## config.mk

```make
export PLATFORM = sky130hd
export DESIGN_NAME = pxb_port_crossbar
export DESIGN_NICKNAME = d
export VERILOG_FILES = /design/src/logic/pxb_pkg.sv /design/src/logic/pxb_port_crossbar.sv
export SDC_FILE = /design/constraint.sdc
export NUM_CORES = 1
export LEC_CHECK = 0
export BUFFER_PORTS_ARGS = -buffer_cell sky130_fd_sc_hd__buf_2
export CAP_MARGIN = 20
export CORE_MARGIN = 5
export CORE_UTILIZATION = 40
export DETAILED_ROUTE_END_ITERATION = 10
export MAX_ROUTING_LAYER = met4
export PLACE_DENSITY_LB_ADDON = 0.12
export SYNTH_ARGS = -nofsm -noshare
export SYNTH_HDL_FRONTEND = slang
export SYNTH_SLANG_ARGS = --single-unit
```

## constraint.sdc

```tcl
create_clock -name CLK -period 5.43 [get_ports CLK]
set_input_delay 1.629 -clock CLK [delete_from_list [all_inputs] [get_ports CLK]]
set_output_delay 1.629 -clock CLK [all_outputs]
set_load 0.01 [all_outputs]
```

## src/logic/pxb_pkg.sv

```systemverilog
// Constants for the port crossbar and general-purpose pin block.
package pxb_pkg;
  localparam logic [7:0] ADDR_PORT = 8'h80;
  localparam logic [7:0] ADDR_ROUTE = 8'hE2;
  localparam logic [7:0] ADDR_IN_MODE = 8'hF1;
  localparam logic [7:0] ADDR_GLOBAL = 8'hF3;
  localparam logic [7:0] ADDR_OUT_MODE = 8'hA4;
  localparam logic [7:0] ADDR_SKIP = 8'hE1;
  localparam logic [7:0] RST_PORT = 8'hFF;
  localparam logic [7:0] RST_ROUTE = 8'h00;
  localparam logic [7:0] RST_IN_MODE = 8'hFF;
  localparam logic [7:0] RST_GLOBAL = 8'h00;
  localparam logic [7:0] RST_OUT_MODE = 8'h00;
  localparam logic [7:0] RST_SKIP = 8'h00;
  localparam logic [7:0] GLOBAL_WMASK = 8'hC7;
  localparam logic [7:0] SKIP_WMASK = 8'h7F;
  localparam int ROUTE_CEX_LO = 6;
  localparam int ROUTE_CPA = 5;
  localparam int ROUTE_CPS = 4;
  localparam int ROUTE_CLK = 3;
  localparam int ROUTE_SMB = 2;
  localparam int ROUTE_RX = 1;
  localparam int ROUTE_TX = 0;
  localparam int GLB_PUD = 7;
  localparam int GLB_XBAR = 6;
  localparam int GLB_T1 = 2;
  localparam int GLB_T0 = 1;
  localparam int GLB_ECI = 0;
  localparam int PIN_TX = 4;
  localparam int PIN_RX = 5;
  typedef logic [3:0] pxb_fn_t;
  localparam pxb_fn_t FN_GPIO = 4'h0;
  localparam pxb_fn_t FN_TX = 4'h1;
  localparam pxb_fn_t FN_RX = 4'h2;
  localparam pxb_fn_t FN_SDA = 4'h3;
  localparam pxb_fn_t FN_SCL = 4'h4;
  localparam pxb_fn_t FN_CPS = 4'h5;
  localparam pxb_fn_t FN_CPA = 4'h6;
  localparam pxb_fn_t FN_CLK = 4'h7;
  localparam pxb_fn_t FN_CAPCOMP_MODULE_OUT_0 = 4'h8;
  localparam pxb_fn_t FN_CEX1 = 4'h9;
  localparam pxb_fn_t FN_CEX2 = 4'hA;
  localparam pxb_fn_t FN_ECI = 4'hB;
  localparam pxb_fn_t FN_T0 = 4'hC;
  localparam pxb_fn_t FN_T1 = 4'hD;
  localparam int FN_FIRST = 3;
  localparam int FN_LAST = 13;
endpackage : pxb_pkg

```

## src/logic/pxb_port_crossbar.sv

```systemverilog
// Port crossbar, port latch and pin mode logic for an eight-pin port.
`timescale 1ns/10ps
`default_nettype none
module pxb_port_crossbar (
  input wire logic CLK,
  input wire logic RST_B,
  input wire logic SFR_WR,
  input wire logic SFR_RD_RMW,
  input wire logic [7:0] SFR_ADDR,
  input wire logic [7:0] SFR_WDATA,
  output logic [7:0] SFR_RDATA,
  input wire logic [7:0] PIN_IN,
  output logic [7:0] PIN_OUT,
  output logic [7:0] PIN_OE_B,
  output logic [7:0] PIN_PULLUP_EN,
  input wire logic [2:0] CEX_OUT,
  input wire logic CMP_SYNC_OUT,
  input wire logic CMP_ASYNC_OUT,
  input wire logic SDA_OUT,
  input wire logic SCL_OUT,
  input wire logic UART_TX,
  output logic SDA_IN,
  output logic SCL_IN,
  output logic UART_RX,
  output logic T0_IN,
  output logic T1_IN,
  output logic ECI_IN
);
  logic [7:0] port_data_latch;
  logic [7:0] peripheral_route_enables;
  logic [7:0] pin_input_mode;
  logic [7:0] route_global_control;
  logic [7:0] pin_output_mode;
  logic [7:0] pin_skip_bits;
  logic [7:0] pin_meta;
  logic [7:0] pin_sync;
  logic [7:0] out_q;
  logic [7:0] oe_b_q;
  logic [7:0] pu_q;
  logic [7:0] pp_q;
  pxb_pkg::pxb_fn_t code_q [8];
  pxb_pkg::pxb_fn_t code [8];
  logic [7:0] next_out;
  logic [7:0] next_oe_b;
  logic [7:0] next_pu;
  logic [7:0] next_pp;
  logic [15:0] fn_en;
  logic [7:0] taken;
  logic done;

  wire xbar_on = route_global_control[pxb_pkg::GLB_XBAR];
  wire pud = route_global_control[pxb_pkg::GLB_PUD];
  wire [1:0] cex_sel = peripheral_route_enables[7:pxb_pkg::ROUTE_CEX_LO];
  wire wr_port = SFR_WR && (SFR_ADDR == pxb_pkg::ADDR_PORT);
  wire wr_route = SFR_WR && (SFR_ADDR == pxb_pkg::ADDR_ROUTE);
  wire wr_in = SFR_WR && (SFR_ADDR == pxb_pkg::ADDR_IN_MODE);
  wire wr_glb = SFR_WR && (SFR_ADDR == pxb_pkg::ADDR_GLOBAL);
  wire wr_out = SFR_WR && (SFR_ADDR == pxb_pkg::ADDR_OUT_MODE);
  wire wr_skip = SFR_WR && (SFR_ADDR == pxb_pkg::ADDR_SKIP);
  wire [7:0] port_view = (pin_sync & pin_input_mode) | ~pin_input_mode;
  wire [7:0] port_rd = SFR_RD_RMW ? port_data_latch : port_view;

  // Flags per function code; the list order is the crossbar priority.
  always_comb begin
    fn_en = 16'h0000;
    fn_en[pxb_pkg::FN_SDA] = peripheral_route_enables[pxb_pkg::ROUTE_SMB];
    fn_en[pxb_pkg::FN_SCL] = peripheral_route_enables[pxb_pkg::ROUTE_SMB];
    fn_en[pxb_pkg::FN_CPS] = peripheral_route_enables[pxb_pkg::ROUTE_CPS];
    fn_en[pxb_pkg::FN_CPA] = peripheral_route_enables[pxb_pkg::ROUTE_CPA];
    fn_en[pxb_pkg::FN_CLK] = peripheral_route_enables[pxb_pkg::ROUTE_CLK];
    fn_en[pxb_pkg::FN_CAPCOMP_MODULE_OUT_0] = (cex_sel != 2'h0);
    fn_en[pxb_pkg::FN_CEX1] = cex_sel[1];
    fn_en[pxb_pkg::FN_CEX2] = (cex_sel == 2'h3);
    fn_en[pxb_pkg::FN_ECI] = route_global_control[pxb_pkg::GLB_ECI];
    fn_en[pxb_pkg::FN_T0] = route_global_control[pxb_pkg::GLB_T0];
    fn_en[pxb_pkg::FN_T1] = route_global_control[pxb_pkg::GLB_T1];
  end

  // Priority decoder. A function that finds no free pin is simply dropped.
  always_comb begin
    taken = pin_skip_bits;
    done = 1'b0;
    for (int i = 0; i < 8; i++) begin
      code[i] = pxb_pkg::FN_GPIO;
    end
    if (peripheral_route_enables[pxb_pkg::ROUTE_TX]) begin
      code[pxb_pkg::PIN_TX] = pxb_pkg::FN_TX;
      taken[pxb_pkg::PIN_TX] = 1'b1;
    end
    if (peripheral_route_enables[pxb_pkg::ROUTE_RX]) begin
      code[pxb_pkg::PIN_RX] = pxb_pkg::FN_RX;
      taken[pxb_pkg::PIN_RX] = 1'b1;
    end
    for (int f = pxb_pkg::FN_FIRST; f <= pxb_pkg::FN_LAST; f++) begin
      done = 1'b0;
      for (int i = 0; i < 8; i++) begin
        if (fn_en[f] && !done && !taken[i]) begin
          code[i] = 4'(f);
          taken[i] = 1'b1;
          done = 1'b1;
        end
      end
    end
    if (!xbar_on) begin
      for (int i = 0; i < 8; i++) begin
        code[i] = pxb_pkg::FN_GPIO;
      end
    end
  end

  // Per-pin drive decision, registered so unaffected pins cannot glitch.
  genvar g;
  generate
    for (g = 0; g < 8; g++) begin : g_pin
      logic val;
      logic smb;
      logic dig;
      always_comb begin
        case (code[g])
          pxb_pkg::FN_TX: val = UART_TX;
          pxb_pkg::FN_SDA: val = SDA_OUT;
          pxb_pkg::FN_SCL: val = SCL_OUT;
          pxb_pkg::FN_CPS: val = CMP_SYNC_OUT;
          pxb_pkg::FN_CAPCOMP_MODULE_OUT_0: val = CEX_OUT[0];
          pxb_pkg::FN_CEX1: val = CEX_OUT[1];
          pxb_pkg::FN_CEX2: val = CEX_OUT[2];
          default: val = port_data_latch[g];
        endcase
      end
      assign smb = (code[g] == pxb_pkg::FN_SDA) || (code[g] == pxb_pkg::FN_SCL);
      assign dig = pin_input_mode[g];
      assign next_pp[g] = dig && pin_output_mode[g] && !smb;
      assign next_out[g] = val;
      assign next_oe_b[g] = !(xbar_on && dig && (!val || next_pp[g]));
      assign next_pu[g] = dig && !pud && !next_pp[g] &&
                          !(xbar_on && !val);
    end
  endgenerate

  always_ff @(posedge CLK or negedge RST_B) begin
    if (!RST_B) begin
      pin_meta <= 8'h00;
      pin_sync <= 8'h00;
    end else begin
      pin_meta <= PIN_IN;
      pin_sync <= pin_meta;
    end
  end

  always_ff @(posedge CLK or negedge RST_B) begin
    if (!RST_B) begin
      port_data_latch <= pxb_pkg::RST_PORT;
      peripheral_route_enables <= pxb_pkg::RST_ROUTE;
      pin_input_mode <= pxb_pkg::RST_IN_MODE;
      route_global_control <= pxb_pkg::RST_GLOBAL;
      pin_output_mode <= pxb_pkg::RST_OUT_MODE;
      pin_skip_bits <= pxb_pkg::RST_SKIP;
    end else begin
      if (wr_port) port_data_latch <= SFR_WDATA;
      if (wr_route) peripheral_route_enables <= SFR_WDATA;
      if (wr_in) pin_input_mode <= SFR_WDATA;
      if (wr_glb) route_global_control <= SFR_WDATA & pxb_pkg::GLOBAL_WMASK;
      if (wr_out) pin_output_mode <= SFR_WDATA;
      if (wr_skip) pin_skip_bits <= SFR_WDATA & pxb_pkg::SKIP_WMASK;
    end
  end

  always_ff @(posedge CLK or negedge RST_B) begin
    if (!RST_B) begin
      out_q <= 8'hFF;
      oe_b_q <= 8'hFF;
      pu_q <= 8'h00;
      pp_q <= 8'h00;
      for (int i = 0; i < 8; i++) code_q[i] <= pxb_pkg::FN_GPIO;
    end else begin
      out_q <= next_out;
      oe_b_q <= next_oe_b;
      pu_q <= next_pu;
      pp_q <= next_pp;
      for (int i = 0; i < 8; i++) code_q[i] <= code[i];
    end
  end

  // The inverted clock and the raw comparator cannot pass a flip-flop, so
  // those two sources bypass the output registers on their assigned pin.
  generate
    for (g = 0; g < 8; g++) begin : g_drv
      wire is_clk = (code_q[g] == pxb_pkg::FN_CLK) && pin_input_mode[g];
      wire is_cpa = (code_q[g] == pxb_pkg::FN_CPA) && pin_input_mode[g];
      wire dyn_val = is_clk ? ~CLK : CMP_ASYNC_OUT;
      wire dyn = is_clk || is_cpa;
      assign PIN_OUT[g] = dyn ? dyn_val : out_q[g];
      assign PIN_OE_B[g] = dyn ? (!pp_q[g] && dyn_val) : oe_b_q[g];
      assign PIN_PULLUP_EN[g] = pu_q[g];
    end
  endgenerate

  // Peripheral inputs idle high when no pin carries them.
  always_comb begin
    SDA_IN = 1'b1;
    SCL_IN = 1'b1;
    T0_IN = 1'b1;
    T1_IN = 1'b1;
    ECI_IN = 1'b1;
    UART_RX = 1'b1;
    for (int i = 0; i < 8; i++) begin
      if (pin_input_mode[i]) begin
        if (code_q[i] == pxb_pkg::FN_SDA) SDA_IN = pin_sync[i];
        if (code_q[i] == pxb_pkg::FN_SCL) SCL_IN = pin_sync[i];
        if (code_q[i] == pxb_pkg::FN_T0) T0_IN = pin_sync[i];
        if (code_q[i] == pxb_pkg::FN_T1) T1_IN = pin_sync[i];
        if (code_q[i] == pxb_pkg::FN_ECI) ECI_IN = pin_sync[i];
        if (code_q[i] == pxb_pkg::FN_RX) UART_RX = pin_sync[i];
      end
    end
  end

  // Read data is combinational so a read completes in its own cycle.
  always_comb begin
    case (SFR_ADDR)
      pxb_pkg::ADDR_PORT: SFR_RDATA = port_rd;
      pxb_pkg::ADDR_ROUTE: SFR_RDATA = peripheral_route_enables;
      pxb_pkg::ADDR_IN_MODE: SFR_RDATA = pin_input_mode;
      pxb_pkg::ADDR_GLOBAL: SFR_RDATA = route_global_control;
      pxb_pkg::ADDR_OUT_MODE: SFR_RDATA = pin_output_mode;
      pxb_pkg::ADDR_SKIP: SFR_RDATA = pin_skip_bits;
      default: SFR_RDATA = 8'h00;
    endcase
  end
endmodule : pxb_port_crossbar
`default_nettype wire

```

==> reports/metrics.csv <==
stage,metric,value,unit
route,via_count,10200,
route,first_iter_violations,1208,
die,top_level_port_count,74,
status,run_status,"finished, final reports clean",
grt,vias_in_the_first_global_route,9998,
critical_path,timing.reg2reg.worst_path_depth,13,
critical_path,critPathArrivalTime,3.73,ns
worst_hold_path,hold_path_depth,0,
cts,path_clk_slew,0.07,ns
die,floorplan.rows,57,
critical_path,rrSetupSlack,0.42,ns
timing,fin_setup_tns,0,ns
finish,final_nets,1325,
critical_path,most_frequent_cell_on_critical_path,clkbuf_16,
critical_path,capture_point_of_the_worst_reg_to_reg_path,PIN_PULLUP_EN[7],
timing,max-slew-margin-rel,0.3639,
timing,setup_repair_after_global_routing_missed_its_margin,no,
place,io_buffers,73,
critical_path,critical_path.cell_chain,clkbuf_16 -> clkbuf_16 -> a21oi_4 -> clkbuf_16 -> nor3b_2 -> a21o_1 -> buf_6,
grt,grt_first_pass_wirelength,56.84,mm
power,ir_drop,0.0001965,V
cts,cts_tree,yes,
timing,final_critical_path_setup_slack,0.06817,ns
job,drv_cap,0,
finish,layout-drive-gt1-share,0.2479,
synthesis,synth_enable_flop_cells,0,
route,route.detailed.drc,0,
power,clock_network_power_share,0.522,
synthesis,total_standard_cell_area_after_synthesis,9867,um2
timing,maxSlewViolCount,0,
synthesis,synth_fp_nets,1234,
synthesis,synth-seq-cells,124,
die,horiz_die_dim,167.1,um
critical_path,cp.buffers_inverters,4,
critical_path,criticalPathCategory,clock port to output pin,
timing,tightest_slew,0.9302,ns
die,start_util,0.4057,
synthesis,async_s_r_ff_share_synth,1.000,
synthesis,netlist_instances,1198,
critical_path,nature_of_the_critical_path_startpoint,clock port,
finish,area_growth_syn_to_layout,21.84,%
critical_path,crit_fanout,4,
grt,gr-usage-all-layers,0.2698,
critical_path,crit_required,3.80,ns
grt,number_of_antenna_violations_at_the_first_check_in_global_routing,0,
route,drt-total-wl,36.22,mm
synthesis,postSynthAreaPerCell,8.236,um2
route,avgViaCountPerCell,6.233,
critical_path,slowest_delay,0.17,ns
route,wl_per_instance,22.14,um
die,fp.dieArea,27910,um2
power,switching_share,0.3033,
finish,final.fill_count,2330,
cts,insertion_delay,0.54,ns
worst_hold_path,min-delay-start,pin_meta[0],
critical_path,max_stage_delay_cell_worst_path,clkbuf_16,
route,dr.pass1.iters,8,
power,internal_power,2043,uW
grt,largest_net_degree_at_the_start_of_global_routing,88,
die,die_h,167.1,um
critical_path,critPathTopFamily,buffers and inverters,
power,power_per_cell_area,243.9,nW/um2
synthesis,synth_warn,0,
power,seqPwrFrac,0.347,
critical_path,rr_startpoint,peripheral_route_enables[4],
power,switchingPower,889.5,uW
worst_hold_path,worstHoldEndpoint,pin_sync[0],
synthesis,primary_ff_master_synth,dfrtp_1,
place,place_hpwl,26.25,mm
timing,setup_failing_eps_final,0,
die,floorplan.core_area,24320,um2
grt,grt.overflow.total,0,
power,total_leakage_power,0.004887,uW
worst_hold_path,worstHoldPathType,flip-flop to flip-flop,
synthesis,sequential_area_share_after_synthesis,0.3185,
timing,fin_worst_skew,0.02028,ns
cts,post_cts_hold_buffer_count,0,
power,share_comb_of_total_power,0.131,
route,detail_route_antenna_nets,0,
timing,hold_viol,0,
critical_path,endpoint_kind,output pin,
synthesis,synth.distinct_cells,98,
place,place_worst_setup_slack,0.4582,ns
place,rd_place_congestion,0.9490,
## cell type report
class / count / area (um2) / share of cell area
clock buffer: 66 / 1069 / 0.08888
clock inverter: 13 / 192.7 / 0.01603
tap: 324 / 405.4 / 0.03372
sequential: 124 / 3143 / 0.2614
inverter: 40 / 150.1 / 0.01249
multi-input combinational: 967 / 6437 / 0.5355
timing repair buffer: 101 / 621.8 / 0.05173
antenna: 1 / 2.502 / 0.0002082
## worst reg2reg max path, delay by kind of cell (launching register included)
kind	cells	cell delay, ns
compound gates	9	2.51
simple gates	3	1.27
flops	1	0.77
fa+ha+maj	1	0.39
## state kept, by name (all words and copies together) (netlist names)
register	count
pin_input_mode	8
pin_skip_bits	7
pin_meta	8
pp_q	8
code_q	32
peripheral_route_enables	8
out_q	8
oe_b_q	8
route_global_control	5
pin_output_mode	8
PIN_PULLUP_EN	8
port_data_latch	8
pin_sync	8
## synthesized netlist by cell type (5+ instances only)
master     count  area, um2
dfrtp_1       92       2302
o21ai_1        9      45.04
a21oi_1       71      355.3
nand3b_1      11      82.58
nand4_1       12      75.07
o31ai_1       19      142.6
xnor2_1        6      52.55
dfstp_2       32      840.8
inv_1         40      150.1
a22oi_1       22      165.2
nor4_1         9      56.30
nor2b_1       14      87.58
or2_2          5      31.28
a31oi_1       19      118.9
buf_2         16      80.08
o211ai_1      20      150.1
nand2_1      131      491.7
nand2b_1      13      81.33
nor3_1        37      185.2
mux2_2        56      630.6
nand3_1       41      205.2
a211oi_1      15      112.6
clkbuf_1      38      142.6
nor2_1       110      412.9
mux2i_1       24      240.2
o221ai_1       9      78.83
or3_1          9      56.30
and3_1        10      62.56
nand4b_1       7      61.31
a21o_1        17      127.6
a221oi_1       5      43.79
o21ai_0       78      390.4
o22ai_1       11      68.82
a2111oi_0      7      61.31
buf_1          6      22.52
nor3b_1       10      75.07
o21a_1        10      75.07
and2_1        20      125.1
a311oi_1       6      52.55
or4_1          6      45.04
buf_6          6      67.56
## what timing repair did
item	CTS	global route
resized for setup	43	1
setup endpoints to repair	16	2
pin swaps	3	0
buffers inserted	2	1
## how the worst max path moves through the flow
stage	slack, ns	depth (start not counted)	end	startpoint
after floorplan	0.26	4	SFR_RDATA[7]	SFR_ADDR[0]
after global placement	0.46	7	SFR_RDATA[7]	SFR_ADDR[0]
after detailed placement	0.46	7	SFR_RDATA[7]	SFR_ADDR[0]
after CTS	0.06	7	PIN_OE_B[4]	CLK
after global routing	0.01	7	PIN_OE_B[6]	CLK
final	0.07	7	PIN_OE_B[6]	CLK
## power by group through the flow
stage / combinational, uW / sequential (uW) / clock (uW)
floorplan: 262 / 996 / 22.3
global placement: 372 / 1030 / 10.5
detailed placement: 371 / 1030 / 10.5
CTS: 376 / 1020 / 1560
global route: 418 / 1020 / 1610
finish: 384 / 1020 / 1530
## metal layers
metal | share of wire | wire length (um) | GRT usage
met5 | 0 | 0 | -
met4 | 0.023 | 851 | 0.1195
met3 | 0.066 | 2399 | 0.06234
met2 | 0.46 | 16680 | 0.3961
met1 | 0.45 | 16300 | 0.3556
## per-stage QoR
step / power, uW / std cells / hold slack (ns) / area, um2 / utilization
2_1_floorplan: 1281 / 1198 / 0.3312 / 9867 / -
3_3_place_gp: 1415 / 1571 / 0.3325 / 10660 / 0.4381
3_5_place_dp: 1414 / 1571 / 0.3370 / 10660 / 0.4381
4_1_cts: 2949 / 1634 / 0.3385 / 12010 / 0.4937
5_1_grt: 3048 / 1635 / 0.3491 / 12020 / 0.4942
6_report: 2932 / 1636 / 0.3372 / 12020 / 0.4943
## cell usage in the layout, fill, tap and decap left out, types with 40 or more instances in the layout
master / n
nand2_1: 125
nor2_1: 110
dfrtp_1: 92
buf_2: 71
a21oi_1: 69
o21ai_0: 69
mux2_2: 56
buf_4: 46
nand3_1: 41
inv_1: 40
## cell families after synthesis
family | synth area share
and+or+nand+nor | 0.2381
adders and majority gates | 0.008623
buffers and inverters | 0.04742
muxes | 0.08826
AOI/OAI and AO/OA | 0.2919
xor gates and xnor gates | 0.007101
DFF | 0.3185
(Power assumes the default switching activity.)
